$ cat config.mk
export PLATFORM = sky130hd
export DESIGN_NAME = fsss_host
export DESIGN_NICKNAME = d
export VERILOG_FILES = /design/src/shared/fsss_pkg.sv /design/src/verilog/fsss_host.sv /design/src/verilog/fsss_sync.sv
export SDC_FILE = /design/constraint.sdc
export NUM_CORES = 1
export LEC_CHECK = 0
export BUFFER_PORTS_ARGS = -buffer_cell sky130_fd_sc_hd__buf_2
export CORE_ASPECT_RATIO = 0.75
export CORE_MARGIN = 4
export CORE_UTILIZATION = 40
export DETAILED_ROUTE_END_ITERATION = 6
export HOLD_SLACK_MARGIN = 0.08
export MAX_ROUTING_LAYER = met4
export PLACE_DENSITY = 0.62
export SLEW_MARGIN = 20
export SYNTH_ARGS = -nofsm -noshare
export SYNTH_HDL_FRONTEND = slang
export SYNTH_SLANG_ARGS = --single-unit
$ cat constraint.sdc
create_clock -name SYS_CLK -period 3 [get_ports SYS_CLK]
set_input_delay 0.15 -clock SYS_CLK [delete_from_list [all_inputs] [get_ports SYS_CLK]]
set_output_delay 0.15 -clock SYS_CLK [all_outputs]
set_load 0.02 [all_outputs]
$ cat src/shared/fsss_pkg.sv
// Constants for the host-side security-store and status controller.
// Assumes a 50 MHz system clock and a 16-bit parallel flash on the pins.
package fsss_pkg;

   // ==========================================================
   // Clock and timing
   localparam int CLK_PERIOD_NS = 20;
   localparam int T_WE_NS = 60;
   localparam int T_RD_NS = 100;
   localparam int T_RST_PULSE_NS = 600;
   localparam int T_PON_MS = 10;
   localparam int SYNC_STAGES = 2;
   localparam int WE_CYCLES = (T_WE_NS + CLK_PERIOD_NS - 1) / CLK_PERIOD_NS;
   // Read strobe also covers the input synchroniser latency
   localparam int RD_CYCLES =
      (T_RD_NS + CLK_PERIOD_NS - 1) / CLK_PERIOD_NS + SYNC_STAGES;
   localparam int RST_CYCLES =
      (T_RST_PULSE_NS + CLK_PERIOD_NS - 1) / CLK_PERIOD_NS;
   localparam int PON_CYCLES_DFLT =
      (T_PON_MS * 1000000 + CLK_PERIOD_NS - 1) / CLK_PERIOD_NS;

   // ==========================================================
   // Software register map (byte offsets)
   localparam logic [7:0] REG_CTRL = 8'h00;
   localparam logic [7:0] REG_TADDR = 8'h04;
   localparam logic [7:0] REG_TDATA = 8'h08;
   localparam logic [7:0] REG_CFG = 8'h0C;
   localparam logic [7:0] REG_STATUS = 8'h10;
   localparam logic [7:0] REG_RDATA = 8'h14;

   // Status register fields
   localparam int ST_BUSY = 0;
   localparam int ST_DONE = 1;
   localparam int ST_FAULT = 2;
   localparam int ST_VPP = 3;
   localparam int ST_LOCKED = 4;
   localparam int ST_QUERY = 5;
   localparam int ST_READY_PIN = 6;

   // Config register fields and reset values
   localparam int CFG_METHOD_LSB = 0;
   localparam int CFG_DEV01 = 2;
   localparam logic [1:0] METH_DATA = 2'h0;
   localparam logic [1:0] METH_TOGGLE = 2'h1;
   localparam logic [1:0] METH_RDY = 2'h2;
   localparam logic [2:0] CFG_RESET = 3'h0;

   // Operations written to the control register
   localparam logic [2:0] OP_READ = 3'h0;
   localparam logic [2:0] OP_PROG_USER = 3'h1;
   localparam logic [2:0] OP_LOCK_USER = 3'h2;
   localparam logic [2:0] OP_LOCK_STAT = 3'h3;
   localparam logic [2:0] OP_READ_STORE = 3'h4;
   localparam logic [2:0] OP_QUERY = 3'h5;
   localparam logic [2:0] OP_EXIT = 3'h6;
   localparam logic [2:0] OP_POLL = 3'h7;

   // ==========================================================
   // Flash command cycles
   localparam logic [19:0] UNLK_ADDR1 = 20'h00555;
   localparam logic [19:0] UNLK_ADDR2 = 20'h00AAA;
   localparam logic [19:0] QUERY_ADDR = 20'h00055;
   localparam logic [19:0] LOCK_ADDR = 20'h00080;
   localparam logic [19:0] ANY_ADDR = 20'h00000;
   localparam logic [15:0] UNLK_DATA1 = 16'h00AA;
   localparam logic [15:0] UNLK_DATA2 = 16'h0055;
   localparam logic [15:0] CMD_STORE = 16'h00C0;
   localparam logic [15:0] CMD_ID_ENTRY = 16'h0090;
   localparam logic [15:0] CMD_ID_EXIT = 16'h00F0;
   localparam logic [15:0] CMD_QUERY = 16'h0098;
   // Lock bit must be zero; other bits are don't care
   localparam logic [15:0] LOCK_DATA = 16'h0000;

   // Status bits on the data lines
   localparam int POLL_BIT = 7;
   localparam int TOGGLE_BIT = 6;
   localparam int FAULT_BIT = 5;
   localparam int HV_BIT = 3;
   localparam int LOCK_FLAG_BIT = 1;

   // Step kinds of a command sequence
   localparam logic [1:0] KIND_WR = 2'h0;
   localparam logic [1:0] KIND_RD = 2'h1;
   localparam logic [1:0] KIND_POLL = 2'h2;
   localparam logic [1:0] KIND_END = 2'h3;

endpackage

$ cat src/verilog/fsss_host.sv
// Host controller that drives a parallel flash through its pins to
// program, lock and read the security store and to poll op status.
// Assumes software reaches it over a simple strobe port on SYS_CLK.
//
// What this block does
// - User half is programmed only by the four-cycle store command.
// - Lock command drives lock flag bit low in its fourth cycle.
// - Host issues identification exit after lock-status or store reads.
// - One write of 98h at 55h enters query-table mode.
// - Identification exit leaves query mode back to normal read.
// - After fault bit seen, poll bit is read once more.
// - After fault bit seen, toggle bit is checked once more.
`timescale 1ns/1ps

module fsss_host #(
   parameter int PON_CYCLES = fsss_pkg::PON_CYCLES_DFLT
)
(
   input wire logic SYS_CLK,
   input wire logic RESET_N,
   input wire logic [7:0] REG_ADDR,
   input wire logic [31:0] REG_WDATA,
   input wire logic REG_WR,
   input wire logic REG_RD,
   output logic [31:0] REG_RDATA,
   output logic [19:0] FLASH_ADDR,
   output logic [15:0] FLASH_DQ_OUT,
   output logic FLASH_DQ_OE_N,
   input wire logic [15:0] FLASH_DQ_IN,
   output logic FLASH_CE_N,
   output logic FLASH_OE_N,
   output logic FLASH_WE_N,
   output logic FLASH_RESET_N,
   input wire logic FLASH_RDY_BUSY
);

   typedef enum logic [2:0] {
      S_POR, S_IDLE, S_LOAD, S_SETUP, S_STROBE, S_RECOVER, S_WAIT_RDY
   } fsss_state_type;

   logic [15:0] dq_sync;
   logic rdy_sync;

   // Software registers
   logic [19:0] taddr_ff, nxt_taddr;
   logic [15:0] tdata_ff, nxt_tdata;
   logic [2:0] cfg_ff, nxt_cfg;
   logic [31:0] rdata_ff, nxt_rdata;
   logic start;

   // Sequencer state
   fsss_state_type state_ff, nxt_state;
   logic [19:0] por_ff, nxt_por;
   logic [3:0] cnt_ff, nxt_cnt;
   logic [2:0] op_ff, nxt_op;
   logic [2:0] idx_ff, nxt_idx;
   logic cur_rd_ff, nxt_cur_rd;
   logic poll_ff, nxt_poll;
   logic exit_ff, nxt_exit;
   logic recheck_ff, nxt_recheck;
   logic have_prev_ff, nxt_have_prev;
   logic prev_tog_ff, nxt_prev_tog;
   logic [15:0] rd_ff, nxt_rd;
   logic busy_ff, nxt_busy;
   logic done_ff, nxt_done;
   logic fault_ff, nxt_fault;
   logic vpp_ff, nxt_vpp;
   logic locked_ff, nxt_locked;
   logic query_ff, nxt_query;

   // Pin registers
   logic [19:0] addr_ff, nxt_addr;
   logic [15:0] dq_out_ff, nxt_dq_out;
   logic dq_oe_n_ff, nxt_dq_oe_n;
   logic ce_n_ff, nxt_ce_n;
   logic oe_n_ff, nxt_oe_n;
   logic we_n_ff, nxt_we_n;
   logic frst_n_ff, nxt_frst_n;

   // ==========================================================
   // Pin input synchronisers
   fsss_sync #(.WIDTH(16)) u_dq_sync (
      .clk(SYS_CLK),
      .rst_n(RESET_N),
      .d(FLASH_DQ_IN),
      .q(dq_sync)
   );

   // completion pin sampled only after two flops
   fsss_sync #(.WIDTH(1)) u_rdy_sync (
      .clk(SYS_CLK),
      .rst_n(RESET_N),
      .d(FLASH_RDY_BUSY),
      .q(rdy_sync)
   );

   // ==========================================================
   // Command sequences: {kind, address, data} per step
   function automatic logic [37:0] step_of(
      input logic [2:0] op,
      input logic [2:0] idx,
      input logic [19:0] ta,
      input logic [15:0] td
   );
      logic [37:0] s;
      s = {fsss_pkg::KIND_END, fsss_pkg::ANY_ADDR, 16'h0000};
      if (op == fsss_pkg::OP_READ)
      begin
         if (idx == 3'h0)
            s = {fsss_pkg::KIND_RD, ta, 16'h0000};
      end
      else if (op == fsss_pkg::OP_QUERY)
      begin
         // single-cycle query entry, valid from any mode
         if (idx == 3'h0)
            s = {fsss_pkg::KIND_WR, fsss_pkg::QUERY_ADDR,
                 fsss_pkg::CMD_QUERY};
      end
      else if (op == fsss_pkg::OP_EXIT)
      begin
         if (idx == 3'h0)
            s = {fsss_pkg::KIND_WR, fsss_pkg::ANY_ADDR,
                 fsss_pkg::CMD_ID_EXIT};
      end
      else if (op == fsss_pkg::OP_POLL)
      begin
         if (idx == 3'h0)
            s = {fsss_pkg::KIND_POLL, ta, 16'h0000};
      end
      else
      begin
         case (idx)
            3'h0: s = {fsss_pkg::KIND_WR, fsss_pkg::UNLK_ADDR1,
                       fsss_pkg::UNLK_DATA1};
            3'h1: s = {fsss_pkg::KIND_WR, fsss_pkg::UNLK_ADDR2,
                       fsss_pkg::UNLK_DATA2};
            3'h2:
            begin
               if (op == fsss_pkg::OP_PROG_USER ||
                   op == fsss_pkg::OP_LOCK_USER)
                  s = {fsss_pkg::KIND_WR, fsss_pkg::UNLK_ADDR1,
                       fsss_pkg::CMD_STORE};
               else
                  s = {fsss_pkg::KIND_WR, fsss_pkg::UNLK_ADDR1,
                       fsss_pkg::CMD_ID_ENTRY};
            end
            3'h3:
            begin
               // user half written only as fourth store cycle
               if (op == fsss_pkg::OP_PROG_USER)
                  s = {fsss_pkg::KIND_WR, ta, td};
               // lock cycle carries lock flag bit low
               else if (op == fsss_pkg::OP_LOCK_USER)
                  s = {fsss_pkg::KIND_WR, fsss_pkg::LOCK_ADDR,
                       fsss_pkg::LOCK_DATA};
               else if (op == fsss_pkg::OP_LOCK_STAT)
                  s = {fsss_pkg::KIND_RD, fsss_pkg::LOCK_ADDR, 16'h0000};
               // store word read in identification mode
               else
                  s = {fsss_pkg::KIND_RD, ta, 16'h0000};
            end
            3'h4:
            begin
               if (op == fsss_pkg::OP_PROG_USER ||
                   op == fsss_pkg::OP_LOCK_USER)
                  s = {fsss_pkg::KIND_POLL, ta, 16'h0000};
               // leave identification mode before anything else
               else
                  s = {fsss_pkg::KIND_WR, fsss_pkg::ANY_ADDR,
                       fsss_pkg::CMD_ID_EXIT};
            end
            default: s = {fsss_pkg::KIND_END, fsss_pkg::ANY_ADDR,
                          16'h0000};
         endcase
      end
      return s;
   endfunction

   // ==========================================================
   // Software register port
   always_comb
   begin
      nxt_taddr = taddr_ff;
      nxt_tdata = tdata_ff;
      nxt_cfg = cfg_ff;
      nxt_rdata = 32'h00000000;
      start = 1'b0;
      if (REG_WR)
      begin
         // Orders arriving while busy are dropped
         if (REG_ADDR == fsss_pkg::REG_CTRL)
            start = (state_ff == S_IDLE);
         else if (REG_ADDR == fsss_pkg::REG_TADDR && !busy_ff)
            nxt_taddr = REG_WDATA[19:0];
         else if (REG_ADDR == fsss_pkg::REG_TDATA && !busy_ff)
            nxt_tdata = REG_WDATA[15:0];
         else if (REG_ADDR == fsss_pkg::REG_CFG && !busy_ff)
            nxt_cfg = REG_WDATA[2:0];
      end
      if (REG_RD)
      begin
         if (REG_ADDR == fsss_pkg::REG_TADDR)
            nxt_rdata = {12'h000, taddr_ff};
         else if (REG_ADDR == fsss_pkg::REG_TDATA)
            nxt_rdata = {16'h0000, tdata_ff};
         else if (REG_ADDR == fsss_pkg::REG_CFG)
            nxt_rdata = {29'h0, cfg_ff};
         else if (REG_ADDR == fsss_pkg::REG_STATUS)
            nxt_rdata = {25'h0, rdy_sync, query_ff, locked_ff,
                         vpp_ff, fault_ff, done_ff, busy_ff};
         else if (REG_ADDR == fsss_pkg::REG_RDATA)
            nxt_rdata = {16'h0000, rd_ff};
      end
   end

   always_ff @(posedge SYS_CLK)
   begin
      if (!RESET_N)
      begin
         taddr_ff <= 20'h00000;
         tdata_ff <= 16'h0000;
         // device config assumed 00 after power-up
         cfg_ff <= fsss_pkg::CFG_RESET;
         rdata_ff <= 32'h00000000;
      end
      else
      begin
         taddr_ff <= nxt_taddr;
         tdata_ff <= nxt_tdata;
         cfg_ff <= nxt_cfg;
         rdata_ff <= nxt_rdata;
      end
   end

   // ==========================================================
   // Bus sequencer
   always_comb
   begin
      logic [37:0] s;
      logic [1:0] meth;
      logic hit;
      logic flt;
      s = step_of(op_ff, idx_ff, taddr_ff, tdata_ff);
      meth = cfg_ff[fsss_pkg::CFG_METHOD_LSB +: 2];
      hit = 1'b0;
      flt = rd_ff[fsss_pkg::FAULT_BIT] | rd_ff[fsss_pkg::HV_BIT];
      nxt_state = state_ff;
      nxt_por = por_ff;
      nxt_cnt = cnt_ff;
      nxt_op = op_ff;
      nxt_idx = idx_ff;
      nxt_cur_rd = cur_rd_ff;
      nxt_poll = poll_ff;
      nxt_exit = exit_ff;
      nxt_recheck = recheck_ff;
      nxt_have_prev = have_prev_ff;
      nxt_prev_tog = prev_tog_ff;
      nxt_rd = rd_ff;
      nxt_busy = busy_ff;
      nxt_done = done_ff;
      nxt_fault = fault_ff;
      nxt_vpp = vpp_ff;
      nxt_locked = locked_ff;
      nxt_query = query_ff;
      nxt_addr = addr_ff;
      nxt_dq_out = dq_out_ff;
      nxt_dq_oe_n = dq_oe_n_ff;
      nxt_ce_n = ce_n_ff;
      nxt_oe_n = oe_n_ff;
      nxt_we_n = we_n_ff;
      nxt_frst_n = frst_n_ff;
      case (state_ff)
         S_POR:
         begin
            // pulse flash reset so no mode survives
            nxt_por = por_ff + 20'h00001;
            if (por_ff == 20'(fsss_pkg::RST_CYCLES))
               nxt_frst_n = 1'b1;
            if (por_ff == 20'(PON_CYCLES))
            begin
               nxt_busy = 1'b0;
               nxt_state = S_IDLE;
            end
         end
         S_IDLE:
         begin
            if (start)
            begin
               nxt_op = REG_WDATA[2:0];
               nxt_idx = 3'h0;
               nxt_busy = 1'b1;
               nxt_done = 1'b0;
               nxt_fault = 1'b0;
               nxt_vpp = 1'b0;
               nxt_exit = 1'b0;
               nxt_poll = 1'b0;
               nxt_recheck = 1'b0;
               nxt_have_prev = 1'b0;
               nxt_state = S_LOAD;
            end
         end
         S_LOAD:
         begin
            if (exit_ff)
            begin
               // Fault leaves device in status mode; exit back to read
               nxt_cur_rd = 1'b0;
               nxt_addr = fsss_pkg::ANY_ADDR;
               nxt_dq_out = fsss_pkg::CMD_ID_EXIT;
               nxt_state = S_SETUP;
            end
            else if (s[37:36] == fsss_pkg::KIND_END)
            begin
               if (op_ff == fsss_pkg::OP_QUERY)
                  nxt_query = 1'b1;
               else if (op_ff == fsss_pkg::OP_EXIT)
                  nxt_query = 1'b0;
               nxt_busy = 1'b0;
               nxt_done = 1'b1;
               nxt_state = S_IDLE;
            end
            else if (s[37:36] == fsss_pkg::KIND_POLL)
            begin
               nxt_poll = 1'b1;
               nxt_cur_rd = 1'b1;
               nxt_addr = s[35:16];
               // wait for released completion line first
               if (meth == fsss_pkg::METH_RDY)
                  nxt_state = S_WAIT_RDY;
               else
                  nxt_state = S_SETUP;
            end
            else
            begin
               nxt_cur_rd = (s[37:36] == fsss_pkg::KIND_RD);
               nxt_addr = s[35:16];
               if (s[37:36] == fsss_pkg::KIND_WR)
                  nxt_dq_out = s[15:0];
               nxt_state = S_SETUP;
            end
         end
         S_WAIT_RDY:
         begin
            if (rdy_sync)
               nxt_state = S_SETUP;
         end
         S_SETUP:
         begin
            nxt_ce_n = 1'b0;
            nxt_dq_oe_n = cur_rd_ff;
            // output enable held high on writes
            if (cur_rd_ff)
            begin
               nxt_oe_n = 1'b0;
               nxt_cnt = 4'(fsss_pkg::RD_CYCLES - 1);
            end
            else
            begin
               nxt_we_n = 1'b0;
               nxt_cnt = 4'(fsss_pkg::WE_CYCLES - 1);
            end
            nxt_state = S_STROBE;
         end
         S_STROBE:
         begin
            if (cnt_ff == 4'h0)
            begin
               if (cur_rd_ff)
                  nxt_rd = dq_sync;
               nxt_oe_n = 1'b1;
               nxt_we_n = 1'b1;
               nxt_state = S_RECOVER;
            end
            else
               nxt_cnt = cnt_ff - 4'h1;
         end
         S_RECOVER:
         begin
            nxt_ce_n = 1'b1;
            nxt_dq_oe_n = 1'b1;
            nxt_state = S_LOAD;
            if (exit_ff)
            begin
               nxt_exit = 1'b0;
               nxt_busy = 1'b0;
               nxt_done = 1'b1;
               nxt_state = S_IDLE;
            end
            else if (poll_ff)
            begin
               // toggle method compares two successive reads
               if (meth == fsss_pkg::METH_TOGGLE)
                  hit = have_prev_ff &&
                        (rd_ff[fsss_pkg::TOGGLE_BIT] == prev_tog_ff);
               // config 00 compares with loaded data
               else if (!cfg_ff[fsss_pkg::CFG_DEV01])
                  hit = rd_ff[fsss_pkg::POLL_BIT] ==
                        dq_out_ff[fsss_pkg::POLL_BIT];
               // config 01 done only when poll bit high
               else
                  hit = rd_ff[fsss_pkg::POLL_BIT];
               nxt_have_prev = 1'b1;
               nxt_prev_tog = rd_ff[fsss_pkg::TOGGLE_BIT];
               if (hit)
               begin
                  nxt_poll = 1'b0;
                  nxt_idx = idx_ff + 3'h1;
               end
               // one more look after a fault flag
               else if (flt && !recheck_ff)
               begin
                  nxt_recheck = 1'b1;
                  nxt_state = S_SETUP;
               end
               // report fault and leave status mode
               else if (flt)
               begin
                  nxt_fault = rd_ff[fsss_pkg::FAULT_BIT];
                  nxt_vpp = rd_ff[fsss_pkg::HV_BIT];
                  nxt_poll = 1'b0;
                  nxt_exit = 1'b1;
               end
               else
                  nxt_state = S_SETUP;
            end
            else
            begin
               // lock flag low means user half locked
               if (op_ff == fsss_pkg::OP_LOCK_STAT && cur_rd_ff)
                  nxt_locked = ~rd_ff[fsss_pkg::LOCK_FLAG_BIT];
               nxt_idx = idx_ff + 3'h1;
            end
         end
         default: nxt_state = S_IDLE;
      endcase
   end

   always_ff @(posedge SYS_CLK)
   begin
      if (!RESET_N)
      begin
         state_ff <= S_POR;
         por_ff <= 20'h00000;
         cnt_ff <= 4'h0;
         op_ff <= fsss_pkg::OP_READ;
         idx_ff <= 3'h0;
         cur_rd_ff <= 1'b0;
         poll_ff <= 1'b0;
         exit_ff <= 1'b0;
         recheck_ff <= 1'b0;
         have_prev_ff <= 1'b0;
         prev_tog_ff <= 1'b0;
         rd_ff <= 16'h0000;
         busy_ff <= 1'b1;
         done_ff <= 1'b0;
         fault_ff <= 1'b0;
         vpp_ff <= 1'b0;
         locked_ff <= 1'b0;
         query_ff <= 1'b0;
         addr_ff <= 20'h00000;
         dq_out_ff <= 16'h0000;
         dq_oe_n_ff <= 1'b1;
         ce_n_ff <= 1'b1;
         oe_n_ff <= 1'b1;
         we_n_ff <= 1'b1;
         frst_n_ff <= 1'b0;
      end
      else
      begin
         state_ff <= nxt_state;
         por_ff <= nxt_por;
         cnt_ff <= nxt_cnt;
         op_ff <= nxt_op;
         idx_ff <= nxt_idx;
         cur_rd_ff <= nxt_cur_rd;
         poll_ff <= nxt_poll;
         exit_ff <= nxt_exit;
         recheck_ff <= nxt_recheck;
         have_prev_ff <= nxt_have_prev;
         prev_tog_ff <= nxt_prev_tog;
         rd_ff <= nxt_rd;
         busy_ff <= nxt_busy;
         done_ff <= nxt_done;
         fault_ff <= nxt_fault;
         vpp_ff <= nxt_vpp;
         locked_ff <= nxt_locked;
         query_ff <= nxt_query;
         addr_ff <= nxt_addr;
         dq_out_ff <= nxt_dq_out;
         dq_oe_n_ff <= nxt_dq_oe_n;
         ce_n_ff <= nxt_ce_n;
         oe_n_ff <= nxt_oe_n;
         we_n_ff <= nxt_we_n;
         frst_n_ff <= nxt_frst_n;
      end
   end

   assign REG_RDATA = rdata_ff;
   assign FLASH_ADDR = addr_ff;
   assign FLASH_DQ_OUT = dq_out_ff;
   assign FLASH_DQ_OE_N = dq_oe_n_ff;
   assign FLASH_CE_N = ce_n_ff;
   assign FLASH_OE_N = oe_n_ff;
   assign FLASH_WE_N = we_n_ff;
   assign FLASH_RESET_N = frst_n_ff;

endmodule // fsss_host

$ cat src/verilog/fsss_sync.sv
// Two-flop synchroniser for inputs arriving from the flash pins.
// Assumes the input is asynchronous to SYS_CLK; multi-bit use only for
// values that are stable when sampled (data bus held by read strobe).
`timescale 1ns/1ps

module fsss_sync #(
   parameter int WIDTH = 1
)
(
   input wire logic clk,
   input wire logic rst_n,
   input wire logic [WIDTH-1:0] d,
   output logic [WIDTH-1:0] q
);

   logic [WIDTH-1:0] meta_ff;
   logic [WIDTH-1:0] sync_ff;

   // ==========================================================
   // Two stages, first stage read only by the second
   always_ff @(posedge clk)
   begin
      if (!rst_n)
      begin
         meta_ff <= '0;
         sync_ff <= '0;
      end
      else
      begin
         meta_ff <= d;
         sync_ff <= meta_ff;
      end
   end

   assign q = sync_ff;

endmodule // fsss_sync

=== Word level (Yosys, flattened, before mapping) ===
Index checks and enable logic that the tools add are counted.

* Word-level logic and storage cells: 256
* Input bits: 61
* Output and inout bits: 73
* Register bits: 207

* $add $sub $neg: 3
* Equality and inequality tests: 51
* Reduce and logical (&&, ||, !) cells: 47
* Multiplexer cells: 112
* Bitwise gates (word level): 9

{| class="wikitable"
|+ Operator list
! kind !! number
|-
| $mux W38 || 8
|-
| $pmux W38 S5 || 1
|-
| $mux W16 || 8
|-
| $mux W37 || 3
|-
| $mux W20 || 3
|-
| $mux W1 || 57
|-
| $mux W3 || 13
|-
| $ne A2 B2 Y1 const B || 19
|-
| $mux W36 || 1
|-
| $reduce_and A4 Y1 || 7
|-
| $eq A3 B3 Y1 const B || 7
|-
| $pmux W3 S7 || 1
|-
| $add A20 B1 Y20 const B || 1
|-
| $eq A20 B19 Y1 const B || 1
|-
| $eq A20 B5 Y1 const B || 1
|-
| $eq A3 B2 Y1 const B || 6
|-
| $pmux W1 S2 || 9
|-
| $reduce_and A6 Y1 || 3
|-
| $eq A8 B4 Y1 const B || 2
|-
| $eq A8 B5 Y1 const B || 2
|-
| $reduce_and A3 Y1 || 5
|-
| $reduce_and A2 Y1 || 6
|-
| $reduce_and A5 Y1 || 2
|-
| $reduce_bool A2 Y1 || 5
|-
| 29 further kinds || 51
|}

=== Longest topological paths before layout ===
Gate-level depths: netlist of the first run.

* Depth after elaboration: 14
* Gate-level depth with buffers: 16
* Mapped depth without buffers: 13

=== By module ===
From an unflattened synthesis of the first run, not the netlist that was laid out.

* Cells, all modules: 956
* Area, all modules: 8524.4 µm²

{| class="wikitable"
|+ Modules (own cells, without submodules)
! module !! cells each !! times used !! seq. area each (µm²) !! area an instance (µm²)
|-
| fsss_host || 885 || 1 || 3223.1 || 7576.0
|-
| fsss_sync (u_dq_sync) || 67 || 1 || 640.6 || 895.9
|-
| fsss_sync (u_rdy_sync) || 4 || 1 || 40.0 || 52.6
|}

=== Worst setup path before layout of the first run ===
No wires, ideal clock.

* Path kind: flip-flop to flip-flop
* Start: register idx_ff[2]
* End: register busy_ff
* Path buffers: 2
* Clock period less this slack: 3068 ps
* Arrival: 2954 ps
* Stages on the path, launching flop included: 16
* Required time: 2886 ps
* Setup time: 114 ps
* Setup slack: -68 ps
* Path through: dfxtp_1 > clkbuf_1 > inv_1 > ha_1 > clkbuf_1 > nor2_1 > o21ai_1 > a211oi_1 > nand3b_1 > o21a_1 > ha_1 > or3b_1 > a21o_1 > a21o_1 > nand2b_1 > a21o_1

* Word-level cells in the longest chain between the ends: 9
* Elaborated cells on any way between the ends: 17
* Classes of those cells: eq/ne: 6; mux: 9; reduce/logical: 2

{| class="wikitable"
|+ RTL lines
! element !! line !! RTL
|-
| start, declared || fsss_host.sv:56 || <nowiki>logic [2:0] idx_ff, nxt_idx;</nowiki>
|-
| start signal, assigned || fsss_host.sv:474 || <nowiki>idx_ff <= nxt_idx;</nowiki>
|-
| $eq A3 B3 Y1, or another cell as far along || fsss_host.sv:132 || <nowiki>case (idx)</nowiki>
|-
| $pmux W38 S5 / $mux W37 (equally long branches) || fsss_host.sv:132, fsss_host.sv:127 ||
|-
| $mux W38 || fsss_host.sv:125 || <nowiki>else if (op == fsss_pkg::OP_POLL)</nowiki>
|-
| $mux W38 || fsss_host.sv:119 || <nowiki>else if (op == fsss_pkg::OP_EXIT)</nowiki>
|-
| $mux W38 || fsss_host.sv:112 || <nowiki>else if (op == fsss_pkg::OP_QUERY)</nowiki>
|-
| $mux W38 * || fsss_host.sv:107 || <nowiki>if (op == fsss_pkg::OP_READ)</nowiki>
|-
| $eq A2 B2 Y1 * || fsss_host.sv:312 || <nowiki>else if (s[37:36] == fsss_pkg::KIND_END)</nowiki>
|-
| $ne A2 B2 Y1 (no source line) * || - ||
|-
| $reduce_and A6 Y1 (no source line) * || - ||
|-
| end signal, assigned || fsss_host.sv:482 || <nowiki>busy_ff <= nxt_busy;</nowiki>
|-
| end, declared || fsss_host.sv:64 || <nowiki>logic busy_ff, nxt_busy;</nowiki>
|}

Every way passes the cells marked *; elsewhere a longest branch is shown, timed or not.
A chain may end at the register's enable or synchronous reset.

=== Worst setup path after layout of the first run ===
* Start: register idx_ff[0]
* End: register busy_ff

Same word-level chain as after synthesis.

==> results of run 1 <==
cell usage after synthesis (4+ instances only):
library cell / count / area [sq um]
dfxtp_1: 195 / 3904
nand2_1: 130 / 488.0
nor2_1: 106 / 397.9
a21oi_1: 98 / 490.5
clkbuf_1: 48 / 180.2
and2_1: 47 / 294.0
nand3_1: 41 / 205.2
mux2i_1: 27 / 270.3
o21ai_0: 20 / 100.1
o21ai_1: 17 / 85.08
buf_2: 16 / 80.08
a22oi_1: 15 / 112.6
nand4_1: 15 / 93.84
nor3_1: 14 / 70.07
ha_1: 13 / 162.7
nor2b_1: 13 / 81.33
buf_4: 12 / 90.09
xnor2_1: 12 / 105.1
inv_1: 11 / 41.29
a32oi_1: 9 / 78.83
xor2_1: 9 / 78.83
a21o_1: 8 / 60.06
a31oi_1: 8 / 50.05
nor4_1: 7 / 43.79
or3_1: 7 / 43.79
a221oi_1: 6 / 52.55
nand2b_1: 6 / 37.54
o211ai_1: 6 / 45.04
a211oi_1: 5 / 37.54
o21a_1: 5 / 37.54
or3b_1: 5 / 43.79
a221o_1: 4 / 40.04
and4_1: 4 / 35.03
nand3b_1: 4 / 30.03
nor3b_1: 4 / 30.03
o22ai_1: 4 / 25.02
power groups by stage:
stage / Combinational [uW] / Sequential [uW] / Clock (uW)
after floorplan: 417 / 2760 / 0
after global placement: 587 / 2790 / 0
after detailed placement: 595 / 2790 / 0
after CTS: 636 / 2730 / 2330
after global routing: 711 / 2740 / 2430
final: 647 / 2730 / 2290
worst max path at each step:
stage | startpoint | to | slack [ns] | cells after the start
after CTS | idx_ff[0] | FLASH_ADDR[3] | 0.06 | 13
final | idx_ff[0] | busy_ff | 0.20 | 13
after global routing | idx_ff[0] | busy_ff | 0.005 | 13
after global placement | idx_ff[0] | FLASH_DQ_OUT[9] | 0.1 | 14
after detailed placement | idx_ff[0] | FLASH_DQ_OUT[10] | -0.005 | 14
after floorplan | idx_ff[2] | busy_ff | 0.05 | 15
through the flow:
stage	util [%]	setup WS (ns)
after global routing	50.67	0.005297
after global placement	45.77	0.09928
after floorplan	-	0.05388
final	50.67	0.1962
after CTS	50.56	0.06338
after detailed placement	45.77	-0.005265
state kept, by name, indices dropped and copies added, names as in the netlist, 3 cells and up:
signal             flops
FLASH_ADDR            20
cnt_ff                 4
u_dq_sync.meta_ff     16
cfg_ff                 3
u_dq_sync.q           16
tdata_ff              16
state_ff               3
REG_RDATA             20
FLASH_DQ_OUT          16
rd_ff                 16
taddr_ff              20
idx_ff                 3
op_ff                  3
por_ff                20
what timing repair did:
action                                  4_1_cts  5_1_grt
resized for setup                             1        9
pin swaps                                     0        1
endpoints found under the setup margin        3       31
hold buffers                                 37        0
hold endpoints to repair                     58        0
cell usage in the layout (no fill, tap or decap), drive strengths merged, types with 7 or more instances in the layout:
cell type	Yosys	routed
dfxtp	195	195
buf	32	150
nand2	130	130
nor2	107	107
a21oi	98	98
and2	47	47
nand3	41	41
dlygate4sd3	0	37
o21ai	37	37
mux2i	27	27
inv	13	18
clkbuf	48	17
nand4	16	16
a22oi	15	15
nor3	14	14
nor2b	13	13
ha	13	13
xnor2	12	12
conb	1	12
nor4	10	10
clkinv	1	10
xor2	9	9
a32oi	9	9
a21o	8	8
a31oi	8	8
or3	7	7
final cells by class:
type	instances	share of cell area, %
tap	282	3.379
sequential	195	37.41
timing repair buffer	187	11.96
inverter	14	0.5152
clock buffer	17	4.074
multi-input combinational	728	40.87
clock inverter	15	1.797
cell families after synthesis:
family,after synthesis,synth area share (%)
adder cells (fa/ha/maj),13,1.910
AO/OA/AOI/OAI,225,16.32
XOR/XNOR,21,2.159
buffers and inverters,94,4.994
flip-flops,195,45.83
multiplexers,27,3.173
AND/OR/NAND/NOR,430,25.57
other,1,0.04402
layer usage:
metal | share of wire, % | GRT usage, % | up-vias
met5 | 0 | - | -
met4 | 2.0 | 5.842 | 0
met3 | 6.7 | 3.945 | 35
met2 | 40 | 28.24 | 261
met1 | 51 | 31.34 | 3560
li1 | - | - | 3765
worst max-delay path, cell delays in order (launching register included):
cell      delay (ns)
dfxtp_2         0.35
ha_1            0.20
ha_2            0.21
nor2_1          0.08
o21ai_1         0.09
a211oi_1        0.19
nand3b_1        0.15
o21a_1          0.19
ha_2            0.22
or3b_1          0.34
a21o_1          0.18
a21o_1          0.16
nand2b_1        0.14
a21o_1          0.19
==> results.txt, run 1 <==
Vias - 7621
Minimum clock period - 2.804 ns
Routed wire length per instance - 17.10 microns
All-Layer GR Usage - 20.84%
GPL Wtd Cong - 0.9339
Cell area after layout - 10440 sq um
Final Max Tran Viols - 0
Clk_lat worst skew - 0.44 ns
Peak supply drop - 0.3270 mV
Antenna diode count - 0
Row count - 45
PwrDens - 543.1 nW/um^2
CP Data Arrival Time - 3.13 ns
Die extent in y - 134.4 microns
Sw frac - 28.61%
MaxCap Viol Count - 0
Total core area - 20610 sq um
Clk slew on worst S/H paths - 0.08 ns
Worst Path Max Fanout - 5
Slew margin rel. - 36.24%
First DRT Iteration DRCs - 704
F_max - 356.7 MHz
DRC violation count after routing - 0
Setup bufs post-CTS - 0
Number of global-route vias before repair - 7078
Filler cell count - 1975
Reg-to-Reg End - busy_ff
FF+latch area - 3906 sq um
Seq/Total Area, Yosys - 45.83%
#FFs+latches synth - 195
CP startpoint kind - flip-flop
Final hold violation count - 0
Cell Int Power - 4049 uW
R2r setup slk - 0.20 ns
Yosys warnings - 0
Sequential power share - 48.2%
Overall power - 5671 uW
Combinational share of power - 11.4%
Min-Delay Path Depth - 3
CTS tree - yes
Syn avg cell area - 8.467 sq um
Tcrit/Tclk final - 93.46%
Netlist cell types - 70
Slew @ Worst Pin - 0.9564 ns
First-pass GRT wire length - 38470 microns
Clk buf depth - 2
Async S/R FF share, synth - 0%
Post-route antenna net violation count - 0
NetSw - 1622 uW
Setup-failing EPs final - 0
Hold path endpoint - FLASH_ADDR[10]
Hold Slack - 0.2229 ns
Post-Syn Area - 8518 sq um
GR Overflow Total - 0
Pre-antenna DRT Iters - 5
Routed WL - 24590 microns
Initial core utilization - 41.34%
R2R depth - 13
Multi-input gate area - 4268 sq um
Critical path required time - 3.33 ns
Nets@finish - 1217
Post-synth EDFFs - 0
Lkg Pwr - 0.004039 uW
Post-DP Area - 9433 sq um
Crit path capture type - flip-flop
CTS Root Cell - clkbuf_16
Layout Skew - 0.01233 ns
Pin count of the biggest net entering global routing - 40
Die Area - 23720 sq um
Total CTS buffers - 17
Clock power frac - 40.4%
Area grow syn2layout - 22.59%
Initial antenna violation count - 0
Hold path start - RESET_N
Post-Syn Instances - 1006
Share of layout cells above drive strength 1 - 17.99%
Outcome - finished clean
HP Class - in -> reg
DPL Wire Length - 17850 microns
H-tree depth - 4
Final Non-Filler Cells - 1438
Vias per cell - 5.300
RSZ-0062 raised after global routing - no
Dpl cells - 1369
I/O pins - 134
Clk sinks - 195
Post-synth top flop - dfxtp_1
Setup TNS - 0 ns
Critical path type - reg -> reg
Worst r2r src - idx_ff[0]
Port bufs - 109
Die width - 176.5 microns
Power figures use the tool's default switching activity.
==> run 2, diff against run 1 <==
--- a/config.mk
+++ b/config.mk
@@ -6,9 +6,9 @@
 export NUM_CORES = 1
 export LEC_CHECK = 0
 export BUFFER_PORTS_ARGS = -buffer_cell sky130_fd_sc_hd__buf_2
-export CORE_ASPECT_RATIO = 0.75
 export CORE_MARGIN = 4
 export CORE_UTILIZATION = 40
+export CTS_BUF_LIST = sky130_fd_sc_hd__clkbuf_8
 export DETAILED_ROUTE_END_ITERATION = 6
 export HOLD_SLACK_MARGIN = 0.08
 export MAX_ROUTING_LAYER = met4
==> results.txt, run 2 (same netlist as run 1, synthesis figures left out) <==
Clk sinks - 195
CTS tree - yes
Lkg Pwr - 0.003991 uW
Clk buf depth - 2
Clk slew on worst S/H paths - 0.11 ns
Slowest stage delay, CP - 0.35 ns
Post-route antenna net violation count - 0
CTS Root Cell - clkbuf_8
Cell Int Power - 3585 uW
GR Overflow Total - 0
I/O pins - 134
Combinational share of power - 12.0%
Critical path type - reg -> reg
HP Class - in -> reg
Worst Path Max Fanout - 7
CP startpoint kind - flip-flop
Slew @ Worst Pin - 1.011 ns
Slew margin rel. - 32.63%
Crit path capture type - flip-flop
Initial antenna violation count - 1
Share of layout cells above drive strength 1 - 18.16%
Setup-failing EPs final - 0
Number of global-route vias before repair - 7173
Final Non-Filler Cells - 1438
Die Area - 23690 sq um
RSZ-0062 raised after global routing - no
Initial core utilization - 40.65%
Row count - 53
First DRT Iteration DRCs - 552
DPL Wire Length - 17260 microns
Vias - 7514
Cell area after layout - 10320 sq um
Most frequent cells in the layout - dfxtp_1, nand2_1, buf_2
Routed wire length per instance - 16.38 microns
Critical path required time - 3.38 ns
Hold Slack - 0.1131 ns
Setup bufs post-CTS - 0
First-pass GRT wire length - 37720 microns
Vias per cell - 5.225
Peak supply drop - 0.2305 mV
Pre-antenna DRT Iters - 5
Final Util - 49.24%
Total core area - 20960 sq um
Outcome - finished clean
DRC violation count after routing - 0
Port bufs - 109
Nets@finish - 1223
Clock power frac - 35.3%
GPL Wtd Cong - 0.9423
Final Max Tran Viols - 0
Sequential power share - 52.7%
CP Data Arrival Time - 3.20 ns
Area grow syn2layout - 21.14%
Post-DP Area - 9462 sq um
All-Layer GR Usage - 20.08%
Die width - 153.9 microns
Layout Skew - 0.01763 ns
Slowest cell on crit path - dfxtp_2
PwrDens - 503.7 nW/um^2
Routed WL - 23560 microns
NetSw - 1612 uW
Commonest non-fill, non-tap cell in the layout - dfxtp_1
Setup TNS - 0 ns
Die extent in y - 153.9 microns
Clk_lat worst skew - 0.48 ns
F_max - 355.5 MHz
H-tree depth - 4
Pin count of the biggest net entering global routing - 55
Sw frac - 31.02%
Minimum clock period - 2.813 ns
MaxCap Viol Count - 0
Dpl cells - 1367
Total CTS buffers - 17
CP cell instances - ha_1, ha_2, nor2_1, o21ai_1, a211oi_1, nand3b_1, o21a_1, ha_1, or3b_1, a21o_1, a21o_1, nand2b_1, a21o_1
Most frequent CP cell - a21o_1
Tcrit/Tclk final - 93.77%
Final hold violation count - 0
==> run 2: changes by cell type in the layout (fill, tap and decap cells not counted), moves of 2 or more <==
cell and delta:
ha_1 +2, buf_4 +5, inv_12 +3, clkbuf_16 -17, inv_8 -2, clkbuf_8 +17
clkinv_4 -2, ha_2 -2
==> run 2: path summary, 6_finish.rpt <==
path	from	end	slack, ns	depth (start not counted)
worst max register to register	idx_ff[0]	busy_ff	0.19	13
worst max-delay path	idx_ff[0]	busy_ff	0.19	13
worst min-delay path	REG_WR	recheck_ff	0.11	4
worst min register to register	u_dq_sync.meta_ff[0]	u_dq_sync.q[0]	0.44	1
==> run 2: per-stage QoR <==
stage	setup slack [ns]	power [uW]
finish	0.1870	5197
detailed placement	0.07748	3380
CTS	0.05614	5228
global route	0.01410	5410
global placement	0.1284	3371
floorplan	0.05388	3173
==> run 2: what timing repair did <==
item	CTS	global route
hold buffers	38	0
resized for setup	0	8
endpoints found under the setup margin	0	32
hold endpoints to repair	61	0
==> run 2: layout make-up <==
class / count / area [sq um]
sequential: 195 / 3906
clock inverter: 15 / 216.5
multi-input combinational: 728 / 4265
fill: 2004 / 10640
antenna: 1 / 2.502
inverter: 14 / 53.80
timing repair buffer: 193 / 1296
tap: 275 / 344.1
clock buffer: 17 / 234.0
==> run 2: layer usage <==
layer / GRT usage, % / wire length, microns
met1: 27.56 / 11380
met2: 30.71 / 10600
met3: 3.237 / 1127
met4: 5.887 / 455
met5: - / 0
==> run 2: power groups by stage <==
stage                     clock (uW)  combinational (uW)  sequential (uW)
after floorplan                    0                 417             2760
after global placement             0                 576             2790
after detailed placement           0                 583             2800
after CTS                       1870                 622             2740
after global routing            1980                 683             2750
final                           1830                 625             2740
==> run 2: worst max-delay path, delay by kind of cell (launching register included) <==
family,cells,cell delay (ns)
AOI/OAI and AO/OA,6,1.01
DFF,1,0.35
adders and majority gates,3,0.62
and+or+nand+nor,4,0.73
==> run 3, diff against run 2 <==
--- a/config.mk
+++ b/config.mk
@@ -12,7 +12,6 @@
 export DETAILED_ROUTE_END_ITERATION = 6
 export HOLD_SLACK_MARGIN = 0.08
 export MAX_ROUTING_LAYER = met4
-export PLACE_DENSITY = 0.62
 export SLEW_MARGIN = 20
 export SYNTH_ARGS = -nofsm -noshare
 export SYNTH_HDL_FRONTEND = slang
==> results.txt, run 3 (same netlist as run 1, synthesis figures left out) <==
CP startpoint kind - flip-flop
Sw frac - 30.45%
DPL Wire Length - 17280 microns
CP Data Arrival Time - 3.20 ns
Clk slew on worst S/H paths - 0.11 ns
RSZ-0062 raised after global routing - no
Setup TNS - 0 ns
Worst Path Max Fanout - 5
Pin count of the biggest net entering global routing - 60
Combinational share of power - 11.9%
Cell Int Power - 3569 uW
Initial antenna violation count - 2
Slew @ Worst Pin - 0.7938 ns
Number of global-route vias before repair - 6974
All-Layer GR Usage - 20.26%
Total core area - 20960 sq um
CTS Root Cell - clkbuf_8
Total CTS buffers - 17
Slowest cell on crit path - dfxtp_2
Hold Slack - 0.09678 ns
Most frequent CP cell - a21o_1
Vias - 7470
Minimum clock period - 2.818 ns
R2R depth - 13
Vias per cell - 5.195
Lkg Pwr - 0.003978 uW
I/O pins - 134
Peak supply drop - 0.2634 mV
Routed WL - 23570 microns
DRC violation count after routing - 0
Slowest stage delay, CP - 0.35 ns
Hold path endpoint - FLASH_ADDR[10]
H-tree depth - 4
Routed wire length per instance - 16.39 microns
Hold path start - RESET_N
HP Class - in -> reg
Clk_lat worst skew - 0.49 ns
CTS tree - yes
Clk sinks - 195
Worst r2r src - idx_ff[0]
Row count - 53
Reg-to-Reg End - busy_ff
Clock power frac - 34.6%
Post-route antenna net violation count - 0
Slew margin rel. - 47.08%
Initial core utilization - 40.65%
Crit path capture type - flip-flop
First-pass GRT wire length - 37610 microns
Setup-failing EPs final - 0
MaxCap Viol Count - 0
First DRT Iteration DRCs - 494
Clk buf depth - 2
Critical path required time - 3.39 ns
Commonest non-fill, non-tap cell in the layout - dfxtp_1
Share of layout cells above drive strength 1 - 18.43%
Die width - 153.9 microns
Setup bufs post-CTS - 0
Pre-antenna DRT Iters - 5
Post-DP Area - 9437 sq um
Port bufs - 109
PwrDens - 499.4 nW/um^2
Die Area - 23690 sq um
Outcome - finished clean
Tcrit/Tclk final - 93.93%
Nets@finish - 1222
Min-Delay Path Depth - 3
Critical path type - reg -> reg
Cell area after layout - 10270 sq um
GR Overflow Total - 0
Most frequent cells in the layout - dfxtp_1, nand2_1, buf_2
F_max - 354.9 MHz
Final hold violation count - 0
Sequential power share - 53.4%
NetSw - 1563 uW
Layout Skew - 0.01982 ns
GPL Wtd Cong - 0.9431
Die extent in y - 153.9 microns
R2r setup slk - 0.18 ns
Area grow syn2layout - 20.62%
Final Max Tran Viols - 0
CP cell instances - ha_1, ha_2, nor2_1, o21ai_2, a211oi_1, nand3b_1, o21a_1, ha_2, or3b_1, a21o_1, a21o_1, nand2b_1, a21o_1
-- run 3: power groups by stage --
stage / clock [uW] / sequential (uW) / combinational [uW]
2_1_floorplan: 0 / 2760 / 417
3_3_place_gp: 0 / 2800 / 564
3_5_place_dp: 0 / 2800 / 569
4_1_cts: 1810 / 2740 / 608
5_1_grt: 1920 / 2750 / 676
6_report: 1780 / 2740 / 612
-- run 3: how the worst max path moves through the flow --
| stage | cells after the start | startpoint | slack, ns | end |
|---|---|---|---|---|
| finish | 13 | idx_ff[0] | 0.18 | busy_ff |
| global route | 13 | idx_ff[1] | 0.001 | busy_ff |
| CTS | 14 | idx_ff[0] | 0.10 | FLASH_ADDR[3] |
| detailed placement | 14 | idx_ff[0] | 0.11 | FLASH_ADDR[3] |
| global placement | 13 | idx_ff[0] | 0.17 | busy_ff |
| floorplan | 15 | idx_ff[2] | 0.05 | busy_ff |
-- run 3: cell type report --
cell class / instances / area [sq um]
Fill cell: 2082 / 10680
Multi-Input combinational cell: 728 / 4273
Sequential cell: 195 / 3908
Timing Repair Buffer: 192 / 1261
Tap cell: 275 / 344.1
Clock buffer: 18 / 247.7
Clock inverter: 14 / 182.7
Inverter: 14 / 53.80
Antenna cell: 2 / 5.005
-- run 3: worst max-delay path: cells and delay by family (launching register included) --
family	cells	cell delay, ns
AOI/OAI and AO/OA	6	1.03
and+or+nand+nor	4	0.76
adders and majority gates	3	0.61
DFF	1	0.35
-- run 3: stage by stage --
stage               std cells  power [uW]  setup slack [ns]  util [%]
CTS                      1436        5157            0.1028     48.85
global route             1438        5352          0.001048     49.03
detailed placement       1367        3367            0.1120     45.03
finish                   1438        5131            0.1820     49.03
floorplan                1017        3173           0.05388         -
global placement         1367        3364            0.1669     45.03
-- run 3: metal layers --
| layer | vias up | part of all wire [%] | global-route usage, % |
|---|---|---|---|
| met1 | 3442 | 48 | 28.22 |
| met2 | 227 | 44 | 30.44 |
| met5 | - | 0 | - |
| li1 | 3775 | - | - |
| met4 | 0 | 1.6 | 5.551 |
| met3 | 26 | 5.6 | 3.574 |
-- run 3: timing repair --
| item | CTS | global route |
|---|---|---|
| resized for setup | 0 | 11 |
| endpoints found under the setup margin | 0 | 18 |
| hold buffers | 37 | 0 |
| endpoints found under the hold margin | 59 | 0 |
